### src/design/fnp_pkg.sv
// Package for the narrow-to-wide packer: register map, field layout, carriers.
// Assumes an APB master with 32-bit data and one aligned word per register.
package fnp_pkg;

	// Register byte offsets
	localparam logic [7:0] FNP_CTRL_OFS   = 8'h00;
	localparam logic [7:0] FNP_STATUS_OFS = 8'h04;
	localparam logic [7:0] FNP_WORDS_OFS  = 8'h08;

	// Control field positions
	localparam int FNP_CTRL_WRATE  = 0;
	localparam int FNP_CTRL_RRATE  = 1;
	localparam int FNP_CTRL_MATCH  = 2;
	localparam int FNP_CTRL_NARROW = 3;
	localparam int FNP_CTRL_BYTE   = 4;
	localparam int FNP_CTRL_BITS   = 5;
	localparam logic [4:0] FNP_CTRL_RESET = 5'h00;

	// Status field positions
	localparam int FNP_STAT_LEVEL = 0;  // 2 bits, buffer fill
	localparam int FNP_STAT_SLICE = 4;  // 3 bits, slices held in the packer
	localparam int FNP_STAT_MODE  = 8;  // 1 bit, set unless x20 packing has the narrow side on read

	// Widths and counts
	localparam int FNP_WORD_W   = 40;
	localparam int FNP_DEPTH    = 2;
	localparam logic [2:0] FNP_SLICES_X10 = 3'd4;
	localparam logic [2:0] FNP_SLICES_X20 = 3'd2;
	localparam logic [2:0] FNP_SLICES_X40 = 3'd1;
	localparam logic [1:0] FNP_LEVEL_FULL = 2'd2;
	localparam logic [15:0] FNP_WORDS_RESET = 16'h0000;
	localparam logic [31:0] FNP_RDATA_RESET = 32'h0000_0000;

	// Static configuration
	typedef struct packed {
		logic byte_width_select;   // 10-bit slices instead of 20-bit
		logic narrow_side_select;  // narrow side is the read side
		logic width_match_enable;  // pack slices into 40-bit words
		logic read_rate_select;    // two words per read cycle
		logic write_rate_select;   // two slices per write cycle
	} fnp_cfg_t;

	// Write side: two beats, the first stands for the rising edge
	typedef struct packed {
		logic [FNP_WORD_W-1:0] beat_fall;
		logic [FNP_WORD_W-1:0] beat_rise;
	} fnp_in_t;

	// Read side: rising-edge word first, falling-edge word second
	typedef struct packed {
		logic [FNP_WORD_W-1:0] word_fall;
		logic [FNP_WORD_W-1:0] word_rise;
	} fnp_out_t;

endpackage

### src/design/fnp_packer.sv
// Narrow-to-wide packer with a two-entry output buffer and APB control.
// Assumes the source and consumer run on pclk; the core is single clock.
`timescale 1ns/100ps

// Overview of operation
// - x20 two, x10 four slices per wide read
// - x10 single rate, eight slices per double read
// - Match on, 20-bit slices from low lines
// - First x20 slice high half, second low
// - All selects high: double in, double out
// - Four bytes fill 39:30 down to 9:0
// - Single rate x10: four bytes one word
// - Double read: first word rise, second fall
module fnp_packer (
	input  wire logic              pclk,
	input  wire logic              presetn,
	input  wire logic              psel,
	input  wire logic              penable,
	input  wire logic              pwrite,
	input  wire logic [7:0]        paddr,
	input  wire logic [31:0]       pwdata,
	output logic      [31:0]       prdata,
	output logic                   pready,
	output logic                   pslverr,
	input  wire logic              in_valid,
	output logic                   in_ready,
	input  wire fnp_pkg::fnp_in_t  in_data,
	output logic                   out_valid,
	input  wire logic              out_ready,
	output fnp_pkg::fnp_out_t      out_data
);
	import fnp_pkg::*;

	typedef struct packed {
		fnp_cfg_t              cfg;
		logic [FNP_WORD_W-1:0] acc;
		logic [2:0]            slices;
		logic [FNP_WORD_W-1:0] ent0;
		logic [FNP_WORD_W-1:0] ent1;
		logic [1:0]            level;
		logic                  out_valid;
		logic                  in_ready;
		logic [15:0]           words;
		logic [31:0]           rdata;
		logic                  ready;
		logic                  slverr;
	} fnp_state_t;

	fnp_state_t state_q;
	fnp_state_t state_d;

	// Combinational helpers
	logic [2:0]            need;
	logic [1:0]            beats;
	logic [1:0]            max_done;
	logic [1:0]            pop_n;
	logic                  take;
	logic                  pop;
	logic                  wr_ctrl;
	logic                  mode_ok;
	logic [FNP_WORD_W-1:0] beat;
	logic [FNP_WORD_W-1:0] ents [FNP_DEPTH];
	logic [1:0]            lvl;
	logic [2:0]            sl;
	logic [FNP_WORD_W-1:0] acc;

	// Mode decode; slice count per wide word
	always_comb begin
		if (!state_q.cfg.width_match_enable) begin
			need = FNP_SLICES_X40;
		end else if (state_q.cfg.byte_width_select) begin
			need = FNP_SLICES_X10;
		end else begin
			need = FNP_SLICES_X20;
		end
		beats    = state_q.cfg.write_rate_select ? 2'd2 : 2'd1;
		pop_n    = state_q.cfg.read_rate_select ? 2'd2 : 2'd1;
		// Worst case of words finished in one write cycle
		max_done = (need == FNP_SLICES_X40) ? beats : 2'd1;
		// x20 packing must put the narrow side on the write port
		mode_ok  = !(state_q.cfg.width_match_enable && state_q.cfg.narrow_side_select
			&& !state_q.cfg.byte_width_select);
	end

	// Handshakes
	assign take    = in_valid && state_q.in_ready;
	assign pop     = out_ready && state_q.out_valid;
	assign wr_ctrl = psel && penable && state_q.ready && pwrite
		&& (paddr == FNP_CTRL_OFS);

	// Next state: buffer drain, slice packing, counters, APB
	always_comb begin
		state_d = state_q;
		ents[0] = state_q.ent0;
		ents[1] = state_q.ent1;
		lvl     = state_q.level;
		sl      = state_q.slices;
		acc     = state_q.acc;
		beat    = '0;

		// Drain first; the rising word always leaves first
		if (pop) begin
			if (pop_n == 2'd2) begin
				lvl = 2'd0;
			end else begin
				ents[0] = ents[1];
				lvl     = lvl - 2'd1;
			end
		end

		// Beats in arrival order, rising beat before falling beat
		if (take) begin
			for (int b = 0; b < 2; b++) begin
				if (b < int'(beats)) begin
					beat = (b == 0) ? in_data.beat_rise : in_data.beat_fall;
					if (need == FNP_SLICES_X40) begin
						acc = beat;
					end else if (need == FNP_SLICES_X10) begin
						acc = {acc[29:0], beat[9:0]};
					end else begin
						acc = {acc[19:0], beat[19:0]};
					end
					sl = sl + 3'd1;
					// Complete words only; partial stays in acc
					if (sl == need) begin
						ents[lvl[0]] = acc;
						lvl          = lvl + 2'd1;
						sl           = 3'd0;
						// Two words can finish in one double-rate write cycle
						state_d.words = state_d.words + 16'd1;
					end
				end
			end
		end

		// A new configuration discards any half-built word
		if (wr_ctrl) begin
			state_d.cfg = fnp_cfg_t'(pwdata[FNP_CTRL_BITS-1:0]);
			sl          = 3'd0;
			acc         = '0;
		end

		state_d.ent0   = ents[0];
		state_d.ent1   = ents[1];
		state_d.level  = lvl;
		state_d.slices = sl;
		state_d.acc    = acc;
		// Double read presents only whole pairs
		state_d.out_valid = (pop_n == 2'd2) ? (lvl == FNP_LEVEL_FULL) : (lvl != 2'd0);
		// Conservative: room for every word that could finish next cycle
		state_d.in_ready  = ((FNP_LEVEL_FULL - lvl) >= max_done) && !wr_ctrl;

		// APB: answer in the first access cycle, decode at setup
		state_d.ready  = psel && !penable;
		state_d.slverr = 1'b0;
		if (psel && !penable) begin
			state_d.rdata = FNP_RDATA_RESET;
			unique case (paddr)
				FNP_CTRL_OFS: begin
					state_d.rdata[FNP_CTRL_BITS-1:0] = state_q.cfg;
				end
				FNP_STATUS_OFS: begin
					state_d.rdata[FNP_STAT_LEVEL +: 2] = state_q.level;
					state_d.rdata[FNP_STAT_SLICE +: 3] = state_q.slices;
					state_d.rdata[FNP_STAT_MODE]       = mode_ok;
				end
				FNP_WORDS_OFS: begin
					state_d.rdata[15:0] = state_q.words;
				end
				default: begin
					state_d.slverr = 1'b1; // Unmapped address
				end
			endcase
		end
	end

	// State register; constants only under reset
	always_ff @(posedge pclk or negedge presetn) begin
		if (!presetn) begin
			state_q           <= '0;
			state_q.cfg       <= fnp_cfg_t'(FNP_CTRL_RESET);
			state_q.words     <= FNP_WORDS_RESET;
			state_q.rdata     <= FNP_RDATA_RESET;
			state_q.in_ready  <= 1'b1;
		end else begin
			state_q <= state_d;
		end
	end

	// Outputs straight from the state flops
	assign prdata             = state_q.rdata;
	assign pready             = state_q.ready;
	assign pslverr            = state_q.slverr;
	assign in_ready           = state_q.in_ready;
	assign out_valid          = state_q.out_valid;
	assign out_data.word_rise = state_q.ent0;
	assign out_data.word_fall = state_q.ent1;

endmodule // fnp_packer

### config.mk
export PLATFORM = sky130hd
export DESIGN_NAME = fnp_packer
export DESIGN_NICKNAME = d
export VERILOG_FILES = /design/src/design/fnp_pkg.sv /design/src/design/fnp_packer.sv
export SDC_FILE = /design/constraint.sdc
export NUM_CORES = 1
export LEC_CHECK = 0
export BUFFER_PORTS_ARGS = -buffer_cell sky130_fd_sc_hd__buf_4
export CORE_ASPECT_RATIO = 0.9
export CORE_MARGIN = 4
export CORE_UTILIZATION = 50
export DETAILED_ROUTE_END_ITERATION = 10
export PLACE_DENSITY = 0.75
export SLEW_MARGIN = 15
export SYNTH_ARGS = -nofsm -noshare
export SYNTH_HDL_FRONTEND = slang
export SYNTH_SLANG_ARGS = --single-unit
### constraint.sdc
create_clock -name pclk -period 3 [get_ports pclk]
set_input_delay 0 -clock pclk [delete_from_list [all_inputs] [get_ports pclk]]
set_output_delay 0 -clock pclk [all_outputs]
set_load 0.1 [all_outputs]
==> metrics.md, run 1 <==
| Metric | Value |
|---|---|
| Status | `finished, final reports clean` |
| Detailed Route Iter0 Violations | `1274` |
| Num rows | `49` |
| Area delta synth->final | `19.6%` |
| Post-Syn Area | `0.0104 mm²` |
| First-pass GRT wire length | `52400 µm` |
| Switch share | `56.3%` |
| Worst Max-Slew Pin Slew | `0.982 ns` |
| Synth unique cells | `72` |
| Worst Hold Depth | `4` |
| Yosys top cell area share | `37.3%` |
| Die Width | `160 µm` |
| Most area-consuming cells after synthesis | `dfrtp_1 37%, buf_4 8.1%, nand2_1 7.7%` |
| Initial antenna violation count | `0` |
| Setup CP Type | `reg2reg` |
| Clock tree sinks | `156` |
| Tot GR Track Use | `28.2%` |
| Placed insts | `1503` |
| Final routed DRC violation total | `0` |
| Chip height | `145 µm` |
| Reg2reg end | `state_q[48]$_DFFE_PN0P_` |
| Asr flop ratio synth | `100%` |
| Synth warnings | `0` |
| DP HPWL | `23300 µm` |
| Final hold violation count | `0` |
| Design Area, Final | `0.0124 mm²` |
| Largest net degree at the start of global routing | `92` |
| Routed via count | `9984` |
| Final Wtd Congestion | `0.946` |
| Non-filler cells, final | `1570` |
| Root Buffer | `clkbuf_16` |
| Post-Syn Instances | `1207` |
| Register bit count reported by yosys | `156` |
| Total negative setup slack | `0 ns` |
| Commonest cells post-synth | `214 x nand2_1, 155 x dfrtp_1, 113 x buf_4` |
| Crit Path Max Fanout | `12` |
| Clock Tree Buf Depth | `2` |
| PortBufs | `199` |
| Combinational Power Share | `60.6%` |
| Worst min path class | `in2reg` |
| Static leakage | `5.35 nW` |
| Main flop type after synthesis | `dfrtp_1` |
| Setup Skew | `0.0170 ns` |
| P_int | `0.00658 W` |
| Share of cells above drive strength 1 | `24.3%` |
| TritonCTS clock tree | `yes` |
| CP Launch Type | `flop` |
| Highest Clock Rate | `0.350 GHz` |
| Count leader, synth | `nand2_1` |
| Peak VDD IR | `0.00132 V` |
| Clock power frac | `14.7%` |
| EDFF count, synth | `0` |
| Crit. End Element | `flop` |
| Clock Pin Slew Worst Setup and Hold Paths | `0.07 ns` |
| Fillers | `1744` |
| Worst EP required | `3.34 ns` |
| CP arrival | `3.20 ns` |
| Core area | `0.0202 mm²` |
| Die area | `0.0232 mm²` |
| Sequential area share after synthesis | `37.5%` |
| Cells on worst reg2reg path | `10` |
| Remaining antenna violation count after routing | `0` |
| Setup slack, reg-to-reg | `0.14 ns` |
| Sequential Power Share | `24.7%` |
| Total Wirelength | `33800 µm` |
| Crit path launch | `state_q[134]$_DFFE_PN0P_` |
| Vias per inst | `6.36` |
| TritonCTS Buffers | `17` |
| # setup viols final | `0` |
| Final min period | `2.86 ns` |
| GRT overflow | `0` |
| Slew headroom | `34.5%` |
| Net Switching | `0.00847 W` |
| H-tree levels | `4` |
| Power density cells | `1210 mW/mm²` |
| Power, Total | `0.0151 W` |
| MaxCap Viol Count | `0` |
| Period Utilization, post-route | `95.3%` |
| Pins over their slew limit | `0` |
| R2R Path Start | `state_q[134]$_DFFE_PN0P_` |
| Area leader, netlist | `dfrtp_1` |
| Average size of a mapped cell | `8.62 µm²` |
| Vias in the first global route | `9266` |
| # IOs | `243` |
| Initial DRT Pass Iterations | `5` |
| WL/cell | `21.5 µm` |
| Nets@finish | `1435` |
| Worst skew pair latency | `0.44 ns` |
| CP endpoint | `state_q[48]$_DFFE_PN0P_` |
| Starting Density | `51.5%` |
| Cell area after placement | `0.0115 mm²` |
-- worst max-delay path, stage by stage, from the launching register on --
cell and delay (ns):
dfrtp_1 0.41, inv_1 0.13, ha_4 0.24, and4bb_2 0.31, mux2i_1 0.09, buf_4 0.19, a2111o_2 0.59, and3_1 0.21
o21a_1 0.19, o2111a_1 0.25, o211ai_1 0.17
-- power groups by stage --
stage / Combinational (W) / Sequential, W / Clock (W)
final: 0.00912 / 0.00372 / 0.00221
after CTS: 0.00899 / 0.00368 / 0.00222
after global placement: 0.00884 / 0.00369 / 0
after detailed placement: 0.00893 / 0.00371 / 0
after global routing: 0.00952 / 0.00382 / 0.00232
after floorplan: 0.00771 / 0.00352 / 0
-- per-stage QoR --
stage                     util (%)  setup slack [ns]  hold WS (ns)
final                         61.5             0.142       0.00695
after floorplan                  -            0.0298        -0.296
after detailed placement      56.7            0.0497         0.128
after global routing          61.5           -0.0238        0.0237
after CTS                     61.1            0.0319        0.0140
after global placement        56.7             0.151         0.125
-- timing repair --
action / CTS / global route
endpoints found under the setup margin: 0 / 39
gates resized for setup: 0 / 7
buffers inserted: 0 / 4
hold endpoints to repair: 120 / 0
hold buffers: 31 / 0
-- state kept, by name (all words and copies together) (netlist names) --
register,flops
prdata,16
pslverr,1
in_ready,1
out_valid,1
state_q,56
out_data,80
pready,1
-- layout make-up --
| type | instances | area [µm²] | share of cell area (%) |
|---|---|---|---|
| Inverter | 6 | 22.5 | 0.181 |
| Timing Repair Buffer | 278 | 2240 | 18.0 |
| Sequential cell | 156 | 3910 | 31.4 |
| Tap cell | 255 | 319 | 2.56 |
| Clock inverter | 14 | 160 | 1.29 |
| Multi-Input combinational cell | 843 | 5370 | 43.1 |
| Antenna cell | 1 | 2.50 | 0.0201 |
| Clock buffer | 17 | 425 | 3.42 |
-- worst min-delay path by stage --
stage,startpoint,endpoint,slack [ns]
finish,in_valid,state_q[34]$_DFFE_PN0P_,0.007
global route,in_valid,state_q[34]$_DFFE_PN0P_,0.02
global placement,presetn,state_q[45]$_DFFE_PN0P_,0.12
floorplan,presetn,out_data[0]$_DFF_PN0_,-0.30
CTS,in_valid,state_q[34]$_DFFE_PN0P_,0.01
detailed placement,presetn,state_q[45]$_DFFE_PN0P_,0.13
-- cell families after synthesis --
family	after synthesis	synth area share [%]
compound gates	368	24.9
simple gates	356	15.2
buf+inv	223	12.4
flops	156	37.5
mux	73	7.20
xor+xnor	24	2.09
fa+ha+maj	6	0.721
other cells	1	0.0360
-- layer usage --
| layer | GRT usage, % | up-vias | share of wire (%) |
|---|---|---|---|
| li1 | - | 4502 | - |
| met2 | 39.7 | 582 | 43 |
| met3 | 8.01 | 63 | 12 |
| met4 | 8.19 | 0 | 1.9 |
| met1 | 42.3 | 4837 | 44 |
| met5 | 0 | - | 0 |
-- layout by cell type (no fill, tap or decap), types with 17 or more instances in the layout --
cell type and instances:
nand2_1 213, o22ai_1 62, o21ai_0 63, clkbuf_16 17
a2bb2oi_1 31, a21oi_1 47, a22oi_1 19, nor2_1 43
mux2i_1 58, buf_4 240, nand3_1 30, o211ai_1 29
a32oi_1 41, dlygate4sd3_1 31, dfrtp_1 152
Note: power is estimated with default switching activity, not from simulation.
==> run 2, diff against run 1 <==
Settings changed: PLACE_DENSITY 0.75 to 0.72.
Clock period 3 ns to 3.1 ns, I/O delays scaled along.
==> metrics.md, run 2 (synthesis gave the netlist of run 1 again) <==
| Metric | Value |
|---|---|
| Area delta synth->final | `18.9%` |
| Power density cells | `1170 mW/mm²` |
| Setup Skew | `0.0145 ns` |
| Peak VDD IR | `0.00113 V` |
| Final min period | `2.89 ns` |
| Status | `finished, final reports clean` |
| Detailed Route Iter0 Violations | `1128` |
| Die Width | `160 µm` |
| Largest stage delay, worst path | `0.46 ns` |
| Setup CP Type | `reg2reg` |
| Vias per inst | `6.34` |
| Crit Path Max Fanout | `7` |
| Hold slack | `0.0601 ns` |
| # setup viols final | `0` |
| Die area | `0.0232 mm²` |
| Final routed DRC violation total | `0` |
| CP Launch Type | `flop` |
| Period Utilization, post-route | `93.2%` |
| Largest net degree at the start of global routing | `104` |
| Design Area, Final | `0.0124 mm²` |
| Initial antenna violation count | `0` |
| CP Cell Sequence | `ha_2 > xnor2_4 > mux2_2 > o2111ai_2 > xor2_1 > nor4_4 > and2_1 > o211ai_1` |
| TritonCTS clock tree | `yes` |
| Worst EP required | `3.39 ns` |
| # IOs | `243` |
| Total negative setup slack | `0 ns` |
| Clock Tree Buf Depth | `2` |
| Crit path launch | `state_q[135]$_DFFE_PN0P_` |
| R2R Path Start | `state_q[135]$_DFFE_PN0P_` |
| ANT cells | `0` |
| Vias in the first global route | `9226` |
| Most frequent cells in the layout | `234 x buf_4, 212 x nand2_1, 151 x dfrtp_1` |
| Worst skew pair latency | `0.43 ns` |
| Total Wirelength | `34300 µm` |
| Remaining antenna violation count after routing | `0` |
| Initial DRT Pass Iterations | `5` |
| GRT overflow | `0` |
| Routed via count | `9919` |
| Clock tree sinks | `156` |
| Cell area after placement | `0.0114 mm²` |
| Clock Pin Slew Worst Setup and Hold Paths | `0.07 ns` |
| PortBufs | `199` |
| Starting Density | `51.5%` |
| Max FFs per register | `80` |
| CP bufs+invs | `0` |
| Worst Max-Slew Pin Slew | `0.917 ns` |
| CP delay by family, top | `simple AND/OR/NAND/NOR gates` |
| Nets@finish | `1430` |
| WL/cell | `21.9 µm` |
| CP arrival | `3.18 ns` |
| Worst min path class | `in2reg` |
| Static leakage | `5.32 nW` |
| Slowest-stage cell, CP | `dfrtp_1` |
| Crit. End Element | `flop` |
| First-pass GRT wire length | `52300 µm` |
| MaxCap Viol Count | `0` |
| Num rows | `49` |
| DP HPWL | `23600 µm` |
| H-tree levels | `4` |
| Root Buffer | `clkbuf_16` |
| Hold Path Origin | `in_data[64]` |
| Core area | `0.0202 mm²` |
| Commonest non-fill, non-tap cell in the layout | `buf_4` |
| Highest Clock Rate | `0.346 GHz` |
| Final hold violation count | `0` |
| Share of cells above drive strength 1 | `23.9%` |
| Tot GR Track Use | `28.4%` |
| TritonCTS Buffers | `17` |
| Slew headroom | `38.9%` |
| Final Wtd Congestion | `0.917` |
| Chip height | `145 µm` |
| Pins over their slew limit | `0` |
| RSZ-0062 raised after global routing | `false` |
-- run 2: changes by cell type in the layout (fill, tap and decap cells not counted), sizes merged --
| cell | before | now |
|---|---|---|
| buf | 247 | 241 |
| clkinv | 1 | 2 |
| diode | 1 | 0 |
| bufinv | 2 | 1 |
| dlygate4sd3 | 31 | 32 |
| clkinvlp | 5 | 4 |
| clkbuf | 17 | 18 |
-- run 2: what timing repair did --
action                                 CTS  global route
resized for setup                        0            11
endpoints found under the hold margin  113             0
hold buffers                            32             0
setup endpoints to repair                0            84
setup buffers                            0             2
-- run 2: layer usage --
layer  GRT usage, %  part of all wire, %
met1           43.2                   45
met2           39.2                   41
met3           8.33                   12
met4           7.88                  2.1
met5              0                    0
-- run 2: layout make-up --
type | instances | area, µm²
Tap cell | 255 | 319
Timing Repair Buffer | 273 | 2210
Clock inverter | 13 | 133
Multi-Input combinational cell | 843 | 5360
Inverter | 6 | 22.5
Clock buffer | 18 | 429
Sequential cell | 156 | 3910
Fill cell | 1780 | 7850
-- run 2: per-stage QoR --
step	setup WS [ns]	instances	power (W)	utilization, %
floorplan	0.0122	1222	0.0108	-
global placement	0.166	1499	0.0121	56.5
detailed placement	0.0977	1499	0.0123	56.5
CTS	0.0772	1562	0.0143	60.9
global route	0.00366	1564	0.0151	61.2
finish	0.212	1564	0.0145	61.2
-- run 2: power by group --
part           internal, W  switching, W
Combinational      0.00233       0.00652
Clock              0.00112      0.000911
Sequential         0.00285      0.000757
-- run 2: final timing paths --
kind                                       endpoint  slack [ns]  cells past startpoint
max                         state_q[45]$_DFFE_PN0P_        0.21                      8
min                        out_data[64]$_DFFE_PN0P_        0.06                      5
max reg2reg                 state_q[45]$_DFFE_PN0P_        0.21                      8
min reg2reg                   prdata[3]$_DFFE_PN0P_        0.48                      2
max in group asynchronous        in_ready$_DFF_PN1_        2.00                      3
min in group asynchronous   state_q[49]$_DFFE_PN0P_        0.18                      2
-- run 2: worst min-delay path, cell delays in order --
cell	delay (ns)
buf_4	0.07
o21ai_0	0.06
nand2_1	0.10
o22ai_1	0.07
a2bb2oi_1	0.14
==> run 3, diff against run 2 <==
==> constraint.sdc (replaced) <==
create_clock -name pclk -period 3.1 [get_ports pclk]
set_input_delay 0.465 -clock pclk [delete_from_list [all_inputs] [get_ports pclk]]
set_output_delay 0.465 -clock pclk [all_outputs]
set_load 0.1 [all_outputs]
==> metrics.md, run 3 (synthesis gave the netlist of run 1 again) <==
| Metric | Value |
|---|---|
| Clock Pin Slew Worst Setup and Hold Paths | `0.07 ns` |
| Setup Skew | `0.0154 ns` |
| PortBufs | `199` |
| Combinational Power Share | `60.8%` |
| Highest Clock Rate | `0.344 GHz` |
| GRT overflow | `0` |
| Chip height | `145 µm` |
| Final min period | `2.90 ns` |
| Num rows | `49` |
| Total negative setup slack | `0 ns` |
| TritonCTS clock tree | `yes` |
| Max FFs per register | `80` |
| CP Launch Type | `flop` |
| Remaining antenna violation count after routing | `0` |
| Root Buffer | `clkbuf_16` |
| Period Utilization, post-route | `93.7%` |
| Area delta synth->final | `15.9%` |
| Clock power frac | `14.2%` |
| WL/cell | `21.8 µm` |
| Final hold violation count | `0` |
| Sequential Power Share | `25.0%` |
| Placed insts | `1506` |
| First-pass GRT wire length | `51800 µm` |
| Tot GR Track Use | `28.1%` |
| WL met2 | `13900 µm` |
| Worst EP required | `3.45 ns` |
| Cell area after placement | `0.0115 mm²` |
| Largest stage delay, worst path | `0.70 ns` |
| Static leakage | `5.18 nW` |
| Switch share | `56.6%` |
| Total Wirelength | `33500 µm` |
| Worst skew pair latency | `0.44 ns` |
| Final routed DRC violation total | `0` |
| MaxCap Viol Count | `0` |
| DRT met1 WL | `15100 µm` |
| Slowest-stage cell, CP | `nor2_1` |
| Starting Density | `51.5%` |
| Non-filler cells, final | `1538` |
| Most frequent cells in the layout | `241 x buf_4, 212 x nand2_1, 152 x dfrtp_1` |
| Nets@finish | `1404` |
| DP HPWL | `23300 µm` |
| Largest net degree at the start of global routing | `90` |
| Uppermost layer routed | `met4` |
| Share of cells above drive strength 1 | `24.6%` |
| Vias in the first global route | `9115` |
| ANT cells | `0` |
| Worst Max-Slew Pin Slew | `0.965 ns` |
| Met3 routed WL | `3830 µm` |
| Clock tree sinks | `156` |
| Clock Tree Buf Depth | `2` |
| Worst min path class | `in2async` |
| P_int | `0.00626 W` |
| Detailed Route Iter0 Violations | `1117` |
| Crit. End Element | `flop` |
| Vias per inst | `6.35` |
| # setup viols final | `0` |
| Final Wtd Congestion | `0.941` |
| Status | `finished, final reports clean` |
| Initial antenna violation count | `0` |
| Setup CP Type | `reg2reg` |
| CP Cell Sequence | `inv_1 > ha_4 > and4bb_2 > mux2_2 > nor2_4 > buf_4 > nor2_1 > o21ai_4 > buf_12 > a32oi_1` |
| Design Area, Final | `0.0121 mm²` |
| Peak VDD IR | `0.00103 V` |
| Power density cells | `1200 mW/mm²` |
| # IOs | `243` |
| Crit Path Max Fanout | `40` |
| Slew headroom | `35.7%` |
| Core area | `0.0202 mm²` |
| Hold_buf cts | `0` |
| Routed via count | `9760` |
| Die Width | `160 µm` |
| Die area | `0.0232 mm²` |
| Initial DRT Pass Iterations | `6` |
| CP arrival | `3.25 ns` |
| Cells on worst reg2reg path | `10` |
| H-tree levels | `4` |
| Pins over their slew limit | `0` |
| Net Switching | `0.00818 W` |
| Power, Total | `0.0144 W` |
| Commonest non-fill, non-tap cell in the layout | `buf_4` |
| TritonCTS Buffers | `17` |
[run 3: changes by cell type in the layout (fill, tap and decap cells not counted), sizes merged]
cell	delta
inv	+1
buf	+6
dlygate4sd3	-32
clkinv	-1
[run 3: layout make-up]
| type | count | area, µm² |
|---|---|---|
| inverters | 6 | 22.5 |
| flip-flops and latches | 156 | 3910 |
| clock buffers | 18 | 429 |
| multi-input cells | 843 | 5340 |
| fillers | 1844 | 8170 |
| well taps | 255 | 319 |
| clock inverters | 13 | 130 |
| repair buffers | 247 | 1910 |
[run 3: layer usage]
layer,up-vias,GRT usage (%)
met3,56,8.84
met1,4691,42.5
met5,-,0
met4,0,7.79
met2,569,38.5
li1,4444,-
[run 3: worst max-delay path: cells and delay by family (launching register included)]
kind	cells	cell delay, ns
adder cells (fa/ha/maj)	1	0.24
flip-flops	1	0.40
AND/OR/NAND/NOR	3	1.07
AO/OA/AOI/OAI	2	0.36
multiplexers	1	0.23
buffers and inverters	3	0.50
[run 3: through the flow]
stage / hold slack, ns / utilization, % / worst slack, ns
3_3_place_gp: 0.464 / 56.7 / 0.109
6_report: 0.00779 / 59.6 / 0.195
3_5_place_dp: 0.473 / 56.7 / 0.0643
4_1_cts: 0.0142 / 59.4 / 0.0331
2_1_floorplan: 0.169 / - / 0.0122
5_1_grt: 0.0409 / 59.6 / -0.00993
[run 3: what timing repair did]
action,4_1_cts,5_1_grt
setup buffers,0,1
gates resized for setup,0,6
endpoints found under the setup margin,0,82
[run 3: power groups by stage]
stage / clock [W] / sequential [W] / combinational, W
floorplan: 0 / 0.00340 / 0.00745
global placement: 0 / 0.00357 / 0.00857
detailed placement: 0 / 0.00360 / 0.00866
CTS: 0.00206 / 0.00357 / 0.00868
global route: 0.00216 / 0.00370 / 0.00919
finish: 0.00205 / 0.00361 / 0.00877
[run 3: path summary, 6_finish.rpt]
check	slack, ns	to	start
max	0.20	out_data[3]$_DFF_PN0_	state_q[134]$_DFFE_PN0P_
min	0.008	state_q[45]$_DFFE_PN0P_	presetn
max reg2reg	0.20	out_data[3]$_DFF_PN0_	state_q[134]$_DFFE_PN0P_
min reg2reg	0.48	prdata[0]$_DFFE_PN0P_	prdata[0]$_DFFE_PN0P_
max in group asynchronous	2.27	in_ready$_DFF_PN1_	presetn
min in group pclk	0.25	state_q[177]$_DFFE_PN0P_	pwdata[0]
